<file path="src/hw/pvi_defines.vh">
// Purpose: constants for the vector and initialisation logic of the interrupt controller
// Assumes: included by its bare name from every design file that needs it
// Notes:   definitions only, no logic
`ifndef PVI_DEFINES_VH
`define PVI_DEFINES_VH

// ************************************************************
// first initialisation word fields
// ************************************************************
`define PVI_W1_FOURTH_BIT     0
`define PVI_W1_SINGLE_BIT     1
`define PVI_W1_INTERVAL_BIT   2
`define PVI_W1_LEVEL_BIT      3
`define PVI_W1_MARK_BIT       4

// ************************************************************
// fourth initialisation word fields
// ************************************************************
`define PVI_W4_PROC_MODE_BIT  0
`define PVI_W4_AUTO_END_BIT   1
`define PVI_W4_ROLE_BIT       2
`define PVI_W4_BUFFERED_BIT   3
`define PVI_W4_NESTED_BIT     4

// ************************************************************
// acknowledge bytes and reset values
// ************************************************************
`define PVI_CALL_OPCODE       8'hCD
`define PVI_NO_REQ_LEVEL      3'h7
`define PVI_BYTE_RESET        8'h00
`define PVI_CALL_PULSES       2'h3
`define PVI_VECTOR_PULSES     2'h2

`endif

</file>
<file path="src/hw/pvi_sync.v">
// Purpose: two-stage synchroniser with edge outputs for pin inputs
// Assumes: one clock; inputs asynchronous to it
// Notes:   edges come from stage two against stage three, never from stage one
`timescale 1ns/1ps
`default_nettype none

module pvi_sync #(
  parameter W    = 8,
  parameter INIT = 0
) (
  // clock and reset
  input  wire         clk,
  input  wire         sys_rst,
  // raw pins
  input  wire [W-1:0] din,
  // synchronised level and edges
  output wire [W-1:0] dout,
  output wire [W-1:0] rise,
  output wire [W-1:0] fall
);

  reg [W-1:0] meta_ff;
  reg [W-1:0] sync_ff;
  reg [W-1:0] prev_ff;

  // ************************************************************
  // synchroniser chain
  // ************************************************************
  // stage one feeds only stage two, so no logic sees a metastable value
  always @(posedge clk or posedge sys_rst)
  begin
    if (sys_rst)
    begin
      meta_ff <= INIT[W-1:0];
      sync_ff <= INIT[W-1:0];
      prev_ff <= INIT[W-1:0];
    end
    else
    begin
      meta_ff <= din;
      sync_ff <= meta_ff;
      prev_ff <= sync_ff;
    end
  end

  // edges in the same cycle the level settles
  assign dout = sync_ff;
  assign rise = sync_ff & ~prev_ff;
  assign fall = ~sync_ff & prev_ff;

endmodule

`default_nettype wire

</file>
<file path="src/hw/pvi_controller.v">
// Purpose: acknowledge-time vector output and initialisation sequence of an
//          eight-level priority interrupt controller
// Assumes: processor strobes and pins are asynchronous to clk; all pins are
//          synchronised before use, so every strobe is seen two cycles late
// Notes:   operation words beyond the mask write, rotation and polling are absent
`timescale 1ns/1ps
`default_nettype none
`include "pvi_defines.vh"

// Notes on behaviour
// - call mode: three pulses, opcode first
// - interval four: address 7..5, level, 00
// - interval eight: address 7..6, level, 000
// - third call pulse drives high address byte
// - vector mode: two pulses, first undriven
// - first pulse freezes level, master drives cascade
// - vector byte: type bits 7..3, level
// - vector mode ignores interval and bits 10..5
// - select low, bit four set restarts init
// - init word one rearms edge sensing
// - init clears mask, reads request register
// - fourth word absent zeroes its functions
// - level flag disables edge detection
// - interval flag one means four, else eight
// - single flag skips third word
// - fourth word expected when flagged
// - master: cascade bits hand bytes to slave
// - slave drives bytes only on id match
// - buffered: pin becomes enable, role bit decides
// - nested and auto-end bits select modes
// - processor bit picks call or vector
// - acknowledge sets in-service, clears request
// - no request answers level seven, cascade idle
module pvi_controller (
  // clock and reset
  input  wire       clk,
  input  wire       sys_rst,
  // processor bus strobes
  input  wire       chip_sel_n,
  input  wire       wr_n,
  input  wire       rd_n,
  input  wire       register_select,
  input  wire       ack_strobe_n,
  // data bus, three signals of a two-way pin
  input  wire [7:0] data_in,
  output wire [7:0] data_out,
  output wire       data_oe,
  // interrupt requests and output
  input  wire [7:0] request_inputs,
  output wire       int_req,
  // cascade lines
  input  wire [2:0] cascade_id_lines_in,
  output wire [2:0] cascade_id_lines_out,
  output wire       cascade_id_lines_oe,
  // role strap in, or active-low buffer enable out
  input  wire       role_pin_or_buffer_enable_in,
  output wire       role_pin_or_buffer_enable_out,
  output wire       role_pin_or_buffer_enable_oe,
  // initialisation finished
  output wire       init_done
);

  // ************************************************************
  // states of the initialisation sequence
  // ************************************************************
  localparam ST_UNINIT = 3'b000;
  localparam ST_WAIT2  = 3'b001;
  localparam ST_WAIT3  = 3'b010;
  localparam ST_WAIT4  = 3'b011;
  localparam ST_READY  = 3'b100;

  // ************************************************************
  // pin synchronisation
  // ************************************************************
  wire [24:0] pin_raw;
  wire [24:0] pin_s;
  wire [24:0] pin_rise;
  wire [24:0] pin_fall;

  // strobes idle high, so they reset high to avoid a false edge
  assign pin_raw = {chip_sel_n, wr_n, rd_n, ack_strobe_n, register_select,
                    data_in, request_inputs, cascade_id_lines_in,
                    role_pin_or_buffer_enable_in};

  pvi_sync #(
    .W    (25),
    .INIT (25'h1E00000)
  ) u_sync (
    .clk     (clk),
    .sys_rst (sys_rst),
    .din     (pin_raw),
    .dout    (pin_s),
    .rise    (pin_rise),
    .fall    (pin_fall)
  );

  wire       cs_s     = ~pin_s[24];
  wire       wr_rise  = pin_rise[23];
  wire       rd_s     = ~pin_s[22];
  wire       ack_s    = ~pin_s[21];
  wire       ack_fall = pin_fall[21];
  wire       ack_rise = pin_rise[21];
  wire       rs_s     = pin_s[20];
  wire [7:0] din_s    = pin_s[19:12];
  wire [7:0] req_s    = pin_s[11:4];
  wire [2:0] cas_s    = pin_s[3:1];
  wire       role_s   = pin_s[0];

  // ************************************************************
  // registers
  // ************************************************************
  reg [2:0] state_ff,   nxt_state;
  reg [7:0] w1_ff,      nxt_w1;
  reg [7:0] w2_ff,      nxt_w2;
  reg [7:0] w3_ff,      nxt_w3;
  reg [7:0] w4_ff,      nxt_w4;
  reg [7:0] irr_ff,     nxt_irr;
  reg [7:0] isr_ff,     nxt_isr;
  reg [7:0] imr_ff,     nxt_imr;
  reg [7:0] armed_ff,   nxt_armed;
  reg [1:0] pulse_ff,   nxt_pulse;
  reg [2:0] lvl_ff,     nxt_lvl;
  reg       handoff_ff, nxt_handoff;
  reg       int_ff,     nxt_int;
  reg [7:0] dout_ff,    nxt_dout;
  reg       doe_ff,     nxt_doe;
  reg [2:0] cas_ff,     nxt_cas;

  // ************************************************************
  // decoded modes
  // ************************************************************
  wire wr_take   = wr_rise & cs_s;
  wire w1_hit    = wr_take & ~rs_s & din_s[`PVI_W1_MARK_BIT];
  wire ready     = (state_ff == ST_READY);
  wire single    = w1_ff[`PVI_W1_SINGLE_BIT];
  wire level_md  = w1_ff[`PVI_W1_LEVEL_BIT];
  wire int_four  = w1_ff[`PVI_W1_INTERVAL_BIT];
  wire vec_md    = w4_ff[`PVI_W4_PROC_MODE_BIT];
  wire auto_end  = w4_ff[`PVI_W4_AUTO_END_BIT];
  wire nested    = w4_ff[`PVI_W4_NESTED_BIT];
  wire buffered  = w4_ff[`PVI_W4_BUFFERED_BIT];
  // role bit only counts when buffered; otherwise the strap decides
  wire master    = buffered ? w4_ff[`PVI_W4_ROLE_BIT] : role_s;
  wire cascaded  = ~single & master;
  wire [1:0] last_pulse = vec_md ? `PVI_VECTOR_PULSES : `PVI_CALL_PULSES;

  // lowest index, found last, wins, level zero is highest priority
  function [3:0] pick;
    input [7:0] bits;
    integer     i;
    begin
      pick = 4'h0;
      for (i = 7; i >= 0; i = i - 1)
        if (bits[i])
          pick = {1'b1, i[2:0]};
    end
  endfunction

  wire [7:0] pending  = irr_ff & ~imr_ff;
  wire [3:0] req_pick = pick(pending);
  wire [3:0] isr_pick = pick(isr_ff);

  // ************************************************************
  // vector byte formation
  // ************************************************************
  reg [7:0] vec_byte;
  reg       own_bytes;

  // choose the byte for the pulse now under way
  always @*
  begin
    own_bytes = 1'b1;
    if (cascaded)
      own_bytes = ~handoff_ff;
    else if (~single & ~master)
      own_bytes = (cas_s == w3_ff[2:0]);
    vec_byte = `PVI_BYTE_RESET;
    if (vec_md)
      vec_byte = {w2_ff[7:3], lvl_ff};
    else if (pulse_ff == 2'h1)
      vec_byte = `PVI_CALL_OPCODE;
    else if (pulse_ff == 2'h3)
      vec_byte = w2_ff;
    else if (int_four)
      vec_byte = {w1_ff[7:5], lvl_ff, 2'b00};
    else
      vec_byte = {w1_ff[7:6], lvl_ff, 3'b000};
  end

  // ************************************************************
  // initialisation sequence
  // ************************************************************
  // a restart from any state keeps a lost host from wedging the block
  always @*
  begin
    nxt_state = state_ff;
    nxt_w1    = w1_ff;
    nxt_w2    = w2_ff;
    nxt_w3    = w3_ff;
    nxt_w4    = w4_ff;
    if (w1_hit)
    begin
      nxt_w1    = din_s;
      nxt_state = ST_WAIT2;
      if (~din_s[`PVI_W1_FOURTH_BIT])
        nxt_w4 = `PVI_BYTE_RESET;
    end
    else if (wr_take & rs_s)
    begin
      case (state_ff)
        ST_WAIT2:
        begin
          nxt_w2 = din_s;
          if (~single)
            nxt_state = ST_WAIT3;
          else if (w1_ff[`PVI_W1_FOURTH_BIT])
            nxt_state = ST_WAIT4;
          else
            nxt_state = ST_READY;
        end
        ST_WAIT3:
        begin
          nxt_w3    = din_s;
          nxt_state = w1_ff[`PVI_W1_FOURTH_BIT] ? ST_WAIT4 : ST_READY;
        end
        ST_WAIT4:
        begin
          nxt_w4    = din_s;
          nxt_state = ST_READY;
        end
        default:
          nxt_state = state_ff;
      endcase
    end
  end

  // ************************************************************
  // requests, in-service and acknowledge sequence
  // ************************************************************
  reg [7:0] irr_set;
  reg [7:0] irr_clr;

  // request clears from an acknowledge lose to a fresh request edge
  always @*
  begin
    nxt_armed   = armed_ff | ~req_s;
    irr_set     = 8'h00;
    irr_clr     = 8'h00;
    nxt_isr     = isr_ff;
    nxt_imr     = imr_ff;
    nxt_pulse   = pulse_ff;
    nxt_lvl     = lvl_ff;
    nxt_handoff = handoff_ff;
    if (level_md)
    begin
      irr_set = req_s;
      irr_clr = ~req_s;
    end
    else
    begin
      irr_set   = req_s & armed_ff;
      nxt_armed = (armed_ff & ~req_s) | ~req_s;
    end
    // mask write once initialised
    if (ready & wr_take & rs_s)
      nxt_imr = din_s;
    if (ready & ack_fall)
    begin
      if (pulse_ff == 2'h0)
      begin
        // freeze the winner; nothing pending answers level seven
        nxt_lvl     = req_pick[3] ? req_pick[2:0] : `PVI_NO_REQ_LEVEL;
        nxt_handoff = req_pick[3] & cascaded & w3_ff[req_pick[2:0]];
        nxt_pulse   = 2'h1;
        if (~vec_md)
        begin
          nxt_isr[nxt_lvl] = 1'b1;
          irr_clr[nxt_lvl] = 1'b1;
        end
      end
      else
      begin
        nxt_pulse = pulse_ff + 2'h1;
        if (vec_md & (pulse_ff == 2'h1))
        begin
          nxt_isr[lvl_ff] = 1'b1;
          irr_clr[lvl_ff] = 1'b1;
        end
      end
    end
    else if (ack_rise & (pulse_ff == last_pulse))
    begin
      nxt_pulse   = 2'h0;
      nxt_handoff = 1'b0;
      if (auto_end)
        nxt_isr[lvl_ff] = 1'b0;
    end
    nxt_irr = (irr_ff & ~irr_clr) | irr_set;
    if (w1_hit)
    begin
      nxt_armed = 8'h00;
      nxt_irr   = 8'h00;
      nxt_isr   = 8'h00;
      nxt_imr   = 8'h00;
      nxt_pulse = 2'h0;
    end
  end

  // ************************************************************
  // interrupt, data bus and cascade outputs
  // ************************************************************
  // special nesting lets a slave input interrupt again at its own level
  always @*
  begin
    nxt_int = 1'b0;
    if (ready & req_pick[3] & (pulse_ff == 2'h0))
    begin
      if (~isr_pick[3] | (req_pick[2:0] < isr_pick[2:0]))
        nxt_int = 1'b1;
      else if (nested & master & (req_pick[2:0] == isr_pick[2:0]) & w3_ff[req_pick[2:0]])
        nxt_int = 1'b1;
    end
    nxt_dout = dout_ff;
    nxt_doe  = 1'b0;
    // hold off in the step cycle so a stale byte never shows as driven
    if (ack_s & (pulse_ff != 2'h0) & ~ack_fall)
    begin
      nxt_dout = vec_byte;
      if (vec_md)
        nxt_doe = (pulse_ff == 2'h2) & own_bytes;
      else if (pulse_ff == 2'h1)
        nxt_doe = single | master;
      else
        nxt_doe = own_bytes;
    end
    else if (rd_s & cs_s)
    begin
      nxt_dout = rs_s ? imr_ff : irr_ff;
      nxt_doe  = 1'b1;
    end
    nxt_cas = 3'h0;
    if (handoff_ff & (pulse_ff != 2'h0))
      nxt_cas = lvl_ff;
  end

  // ************************************************************
  // state update
  // ************************************************************
  always @(posedge clk or posedge sys_rst)
  begin
    if (sys_rst)
    begin
      state_ff   <= ST_UNINIT;
      w1_ff      <= `PVI_BYTE_RESET;
      w2_ff      <= `PVI_BYTE_RESET;
      w3_ff      <= `PVI_BYTE_RESET;
      w4_ff      <= `PVI_BYTE_RESET;
      irr_ff     <= 8'h00;
      isr_ff     <= 8'h00;
      imr_ff     <= 8'h00;
      armed_ff   <= 8'h00;
      pulse_ff   <= 2'h0;
      lvl_ff     <= 3'h0;
      handoff_ff <= 1'b0;
      int_ff     <= 1'b0;
      dout_ff    <= `PVI_BYTE_RESET;
      doe_ff     <= 1'b0;
      cas_ff     <= 3'h0;
    end
    else
    begin
      state_ff   <= nxt_state;
      w1_ff      <= nxt_w1;
      w2_ff      <= nxt_w2;
      w3_ff      <= nxt_w3;
      w4_ff      <= nxt_w4;
      irr_ff     <= nxt_irr;
      isr_ff     <= nxt_isr;
      imr_ff     <= nxt_imr;
      armed_ff   <= nxt_armed;
      pulse_ff   <= nxt_pulse;
      lvl_ff     <= nxt_lvl;
      handoff_ff <= nxt_handoff;
      int_ff     <= nxt_int;
      dout_ff    <= nxt_dout;
      doe_ff     <= nxt_doe;
      cas_ff     <= nxt_cas;
    end
  end

  // ************************************************************
  // port drive
  // ************************************************************
  assign int_req                       = int_ff;
  assign data_out                      = dout_ff;
  assign data_oe                       = doe_ff;
  assign cascade_id_lines_out          = cas_ff;
  assign cascade_id_lines_oe           = ready & cascaded;
  // buffered pin turns output: low while our data buffers drive
  assign role_pin_or_buffer_enable_oe  = buffered;
  assign role_pin_or_buffer_enable_out = ~doe_ff;
  assign init_done                     = ready;

endmodule

`default_nettype wire

</file>
<file path="config.mk">
export PLATFORM = sky130hd
export DESIGN_NAME = pvi_controller
export DESIGN_NICKNAME = d
export VERILOG_FILES = /design/src/hw/pvi_sync.v /design/src/hw/pvi_controller.v
export VERILOG_INCLUDE_DIRS = /design/src /design/src/hw
export SDC_FILE = /design/constraint.sdc
export NUM_CORES = 1
export LEC_CHECK = 0
export ABC_AREA = 1
export BUFFER_PORTS_ARGS = -buffer_cell sky130_fd_sc_hd__buf_4
export CORE_UTILIZATION = 45
export DETAILED_ROUTE_END_ITERATION = 7
export PLACE_DENSITY = 0.61
export SYNTH_ARGS = -nofsm -noshare
export SYNTH_HDL_FRONTEND = slang
export SYNTH_HIERARCHICAL = 1
export SYNTH_SLANG_ARGS = --single-unit
</file>
<file path="constraint.sdc">
create_clock -name clk -period 7.7 [get_ports clk]
set_input_delay 1.54 -clock clk [delete_from_list [all_inputs] [get_ports clk]]
set_output_delay 1.54 -clock clk [all_outputs]
set_load 0.01 [all_outputs]
</file>
==> qor.txt, run 1 <==
Status = complete, no violations
Endpoints failing setup = 0
P_int = 0.001527 W
PostCTS Resize Cnt = 0
Max Fclk = 0.3076 GHz
CTS tree = yes
Critical Path RT = 6.16 ns
DRC = 0
Full die area = 13610 um^2
Worst-Margin Slew = 1.061 ns
Sw Share = 34.34%
CP endpoint kind = primary output
Max-slew violations = 0
Worst EP arrival = 1.71 ns
Die W = 116.7 um
Max Cap Violations = 0
Hold EP = u_sync/dout[1]$_DFF_PP0_
Die Ht = 116.7 um
RSZ-0062 raised after global routing = false
First-pass GRT wire length = 23650 um
Cells on Worst Hold Path = 0
WL per Instance = 16.45 um
Post-CTS Setup Inserts = 0
Worst IR Drop VDD = 0.2677 mV
Total GRT Usage = 24.06%
Worst r2r src = u_sync/dout[23]$_DFF_PP1_
Post-route ant nets = 0
Row cnt = 41
Max Buffers Root-to-Sink = 2
Worst reg2reg path depth = 12
Syn_area_per_cell = 8.860 um^2
CP Launch Type = flip-flop
1st-pass router iterations = 6
Reg clk slew, reported paths = 0.06 ns
Core area = 12720 um^2
# diodes = 0
Share of power burned in registers = 40.5%
Vias per cell = 5.232
Hold WS = 0.3479 ns
Nets = 747
Fraction of layout instances using a drive strength above 1 = 15.84%
Total Negative Setup Slacks = 0 ns
Post-Syn Instances = 668
Switch Pwr = 0.0007987 W
Total power = 0.002326 W
Yosys warnings = 6
Hold buffers post-CTS = 0
Starting Density = 46.52%
Vias in the first global route = 4480
Area grow syn2layout = 18.12%
RePlAce Congestion = 0.9316
Kind of critical path = reg2out
Total CTS buffers = 17
Pleak = 3.282 nW
Final Hold Fails = 0
Clock tree root driver cell = clkbuf_16
Clk Latency, worst-skew pair = 0.42 ns
Most frequent cells in the layout = nand2_1, dfrtp_1, o21ai_0
Initial antenna violation count = 0
Clock Power Share = 35.4%
CTS H-tree depth = 4
Mapped Area = 5918 um^2
Hold_sp = u_sync/meta_ff[1]$_DFF_PP0_
Largest net degree at the start of global routing = 83
Post-Route WL = 14770 um
GRT overflow = 0
HPWL after DPL = 10700 um
Buffers added on ports = 43
Worst Path Max Fanout = 5
CTS sink count = 134
Crit share post-route = 42.22%
DR iter-0 viols = 311
Combinational share of power = 24.1%
Pwr Density = 332.8 nW/um^2
Net count after synthesis = 702
Terminus of the critical flop-to-flop path = isr_ff[5]$_DFFE_PP0P_
Worst min path class = reg2reg
Slew margin rel. = 29.30%
Worst Skew = 0.006010 ns
Via count = 4698
Commonest non-fill, non-tap cell in the layout = nand2_1
Num ports = 44
Period minus WS final = 3.251 ns
Reg2reg setup slack = 4.53 ns
==> stage by stage <==
stage | instances | area, um^2 | worst slack (ns) | utilization, %
final | 898 | 6990 | 4.449 | 54.95
after floorplan | 668 | 5918 | 4.052 | -
after detailed placement | 866 | 6384 | 4.514 | 50.18
after CTS | 898 | 6990 | 4.444 | 54.95
after global routing | 898 | 6990 | 4.248 | 54.95
after global placement | 866 | 6384 | 4.587 | 50.18
==> worst max-delay path, cell delays in order, from the launching register on <==
cell,delay [ns]
dfrtp_1,0.44
nor3_4,0.43
inv_1,0.11
nor2_1,0.16
buf_4,0.14
==> layer usage <==
metal	up-vias	part of all wire [%]	GRT usage, %
li1	2277	-	-
met1	2268	47	33.50
met2	134	46	37.44
met3	19	4.9	5.189
met4	0	1.5	8.186
met5	-	0	0
==> how the worst max path moves through the flow <==
stage / end / slack (ns) / from
floorplan: armed_ff[0]$_DFF_PP0_ / 4.05 / sys_rst
global placement: isr_ff[2]$_DFFE_PP0P_ / 4.59 / u_sync/dout[23]$_DFF_PP1_
detailed placement: isr_ff[5]$_DFFE_PP0P_ / 4.51 / u_sync/dout[23]$_DFF_PP1_
CTS: cascade_id_lines_oe / 4.44 / state_ff[0]$_DFFE_PP0P_
global route: isr_ff[5]$_DFFE_PP0P_ / 4.25 / u_sync/dout[23]$_DFF_PP1_
finish: cascade_id_lines_oe / 4.45 / state_ff[0]$_DFFE_PP0P_
==> power by group through the flow <==
| stage | sequential (W) | clock, W | combinational (W) |
|---|---|---|---|
| after global routing | 0.000958 | 0.000867 | 0.000633 |
| after floorplan | 0.000918 | 0 | 0.000388 |
| after CTS | 0.000940 | 0.000836 | 0.000556 |
| after detailed placement | 0.000951 | 0 | 0.000553 |
| final | 0.000943 | 0.000823 | 0.000560 |
| after global placement | 0.000949 | 0 | 0.000545 |
==> layout make-up <==
class | count | area, um^2
inverters | 83 | 312.8
flip-flops and latches | 134 | 3366
fillers | 1216 | 5732
repair buffers | 44 | 330.3
clock inverters | 11 | 136.4
clock buffers | 21 | 470.5
well taps | 172 | 215.2
multi-input cells | 433 | 2160
==> sequential cells by signal, summed over array words and instances, names as in the netlist, 5 cells and up <==
name and flops:
armed_ff 8, data_out 8, imr_ff 8, irr_ff 8, isr_ff 8, u_sync/dout 25
u_sync/meta_ff 25, w1_ff 7, w2_ff 8, w3_ff 8, w4_ff 5
Power figures use the tool's default switching activity.
==> run 2: changes to the inputs <==
--- a/config.mk
+++ b/config.mk
@@ -6,7 +6,7 @@
 export SDC_FILE = /design/constraint.sdc
 export NUM_CORES = 1
 export LEC_CHECK = 0
-export ABC_AREA = 1
+export ABC_AREA = 0
 export BUFFER_PORTS_ARGS = -buffer_cell sky130_fd_sc_hd__buf_4
 export CORE_UTILIZATION = 45
 export DETAILED_ROUTE_END_ITERATION = 7
==> constraint.sdc (replaced) <==
create_clock -name clk -period 3.3 [get_ports clk]
set_input_delay 0.66 -clock clk [delete_from_list [all_inputs] [get_ports clk]]
set_output_delay 0.66 -clock clk [all_outputs]
set_load 0.01 [all_outputs]
==> run 2 against run 1 <==
  * Flip-flop and latch count stayed put
  * Worst setup slack worse by 3.6 ns
  * Global-route usage is 1.8 points higher
  * Clock power is 120% higher
  * Critical endpoint is now int_req$_DFF_PP0_
  * Largest power group unchanged
==> qor.txt, run 2 <==
Core area = 12720 um^2
Clk Latency, worst-skew pair = 0.42 ns
Full die area = 13580 um^2
GRT overflow = 0
Worst path cell trace = nor2b_1 > a211o_1 > o22ai_4 > inv_2 > ha_1 > inv_1 > a21o_1 > a21oi_1 > a31oi_1 > a221oi_2
Largest net degree at the start of global routing = 46
Max-slew violations = 0
WL per Instance = 19.98 um
Endpoints failing setup = 0
Hold buffers post-CTS = 0
Worst EP arrival = 2.80 ns
Worst min path class = in2async
Row cnt = 41
CP Launch Type = flip-flop
Num ports = 44
Initial antenna violation count = 0
DP Area = 6417 um^2
First-pass GRT wire length = 25100 um
Worst Path Max Fanout = 7
Starting Density = 46.41%
Nets = 632
Fraction of layout instances using a drive strength above 1 = 20.62%
Via count = 4471
CTS tree = yes
Worst-Margin Slew = 0.8278 ns
CP peak stage delay = 0.56 ns
Worst reg2reg path depth = 10
Clock tree root driver cell = clkbuf_16
Commonest non-fill, non-tap cell in the layout = dfrtp_1
Max Cap Violations = 0
Worst Skew = 0.007651 ns
Most frequent cells in the layout = dfrtp_1, nand2_1, buf_4
Top delay family on crit path = compound AO/OA/AOI/OAI gates
Critical path buffers and inverters = 2
RePlAce Congestion = 0.9148
Slowest CP cell = nor2b_1
Pleak = 3.048 nW
1st-pass router iterations = 5
HPWL after DPL = 11320 um
Vias in the first global route = 4400
Max Fclk = 0.4052 GHz
Final Instance Area = 6978 um^2
Max Buffers Root-to-Sink = 2
Area grow syn2layout = 18.18%
Die Ht = 116.5 um
Post-Route WL = 15640 um
Total GRT Usage = 25.81%
Period minus WS final = 2.468 ns
Critical Path RT = 3.63 ns
DR iter-0 viols = 371
PostCTS Resize Cnt = 0
Mapped Area = 5904 um^2
Crit share post-route = 74.78%
Buffers added on ports = 43
Post-CTS Setup Inserts = 0
CP endpoint kind = flip-flop
Status = complete, no violations
Vias per cell = 5.710
RSZ-0062 raised after global routing = false
Net count after synthesis = 586
DRC = 0
CTS H-tree depth = 4
Total CTS buffers = 17
Die W = 116.5 um
Post-Syn Instances = 552
Syn_area_per_cell = 10.70 um^2
# diodes = 0
Critical path depth = 10
Yosys warnings = 6
Worst IR Drop VDD = 0.4642 mV
Slew margin rel. = 44.75%
Reg clk slew, reported paths = 0.06 ns
Pwr Density = 783.8 nW/um^2
Kind of critical path = reg2reg
Post-route ant nets = 0
CTS sink count = 134
Final Hold Fails = 0
Total Negative Setup Slacks = 0 ns
-- run 2: through the flow --
stage | total power, W | utilization (%) | hold WS (ns) | std cells | setup slack [ns]
4_1_cts | 0.005485 | 54.85 | 0.3243 | 783 | 0.8575
5_1_grt | 0.005769 | 54.85 | 0.3260 | 783 | 0.7002
3_5_place_dp | 0.003668 | 50.44 | 0.3347 | 751 | 0.8988
3_3_place_gp | 0.003659 | 50.44 | 0.3326 | 751 | 0.9590
6_report | 0.005469 | 54.85 | 0.3187 | 783 | 0.8323
2_1_floorplan | 0.003154 | - | 0.3312 | 552 | 0.5316
-- run 2: layout make-up --
type | count | area, um^2
repair buffers | 51 | 395.4
clock buffers | 21 | 460.4
clock inverters | 11 | 100.1
fillers | 1155 | 5744
well taps | 172 | 215.2
inverters | 16 | 61.31
flip-flops and latches | 134 | 3366
multi-input cells | 378 | 2380
-- run 2: final timing paths --
| path | from | endpoint | slack, ns |
|---|---|---|---|
| worst max-delay path | imr_ff[0]$_DFFE_PP0P_ | int_req$_DFF_PP0_ | 0.83 |
| worst min-delay path | sys_rst | u_sync/dout[7]$_DFF_PP0_ | 0.32 |
| worst max register to register | imr_ff[0]$_DFFE_PP0P_ | int_req$_DFF_PP0_ | 0.83 |
| worst min register to register | u_sync/meta_ff[4]$_DFF_PP0_ | u_sync/dout[4]$_DFF_PP0_ | 0.34 |
| max in group asynchronous | sys_rst | lvl_ff[2]$_DFFE_PP0P_ | 2.24 |
| min in group clk | role_pin_or_buffer_enable_in | u_sync/meta_ff[0]$_DFF_PP0_ | 0.34 |
-- run 2: where the power goes --
group,leakage (nW),switching (W),internal [W]
clock,0.274,0.000719,0.00108
sequential,1.63,0.000344,0.00195
combinational,1.15,0.000811,0.000571
-- run 2: metal layers --
layer,GRT usage [%],vias to the layer above,routed length [um]
li1,-,2060,-
met1,35.05,2209,7124
met2,38.93,172,7199
met3,6.331,30,884
met4,12.24,0,432
met5,0,-,0
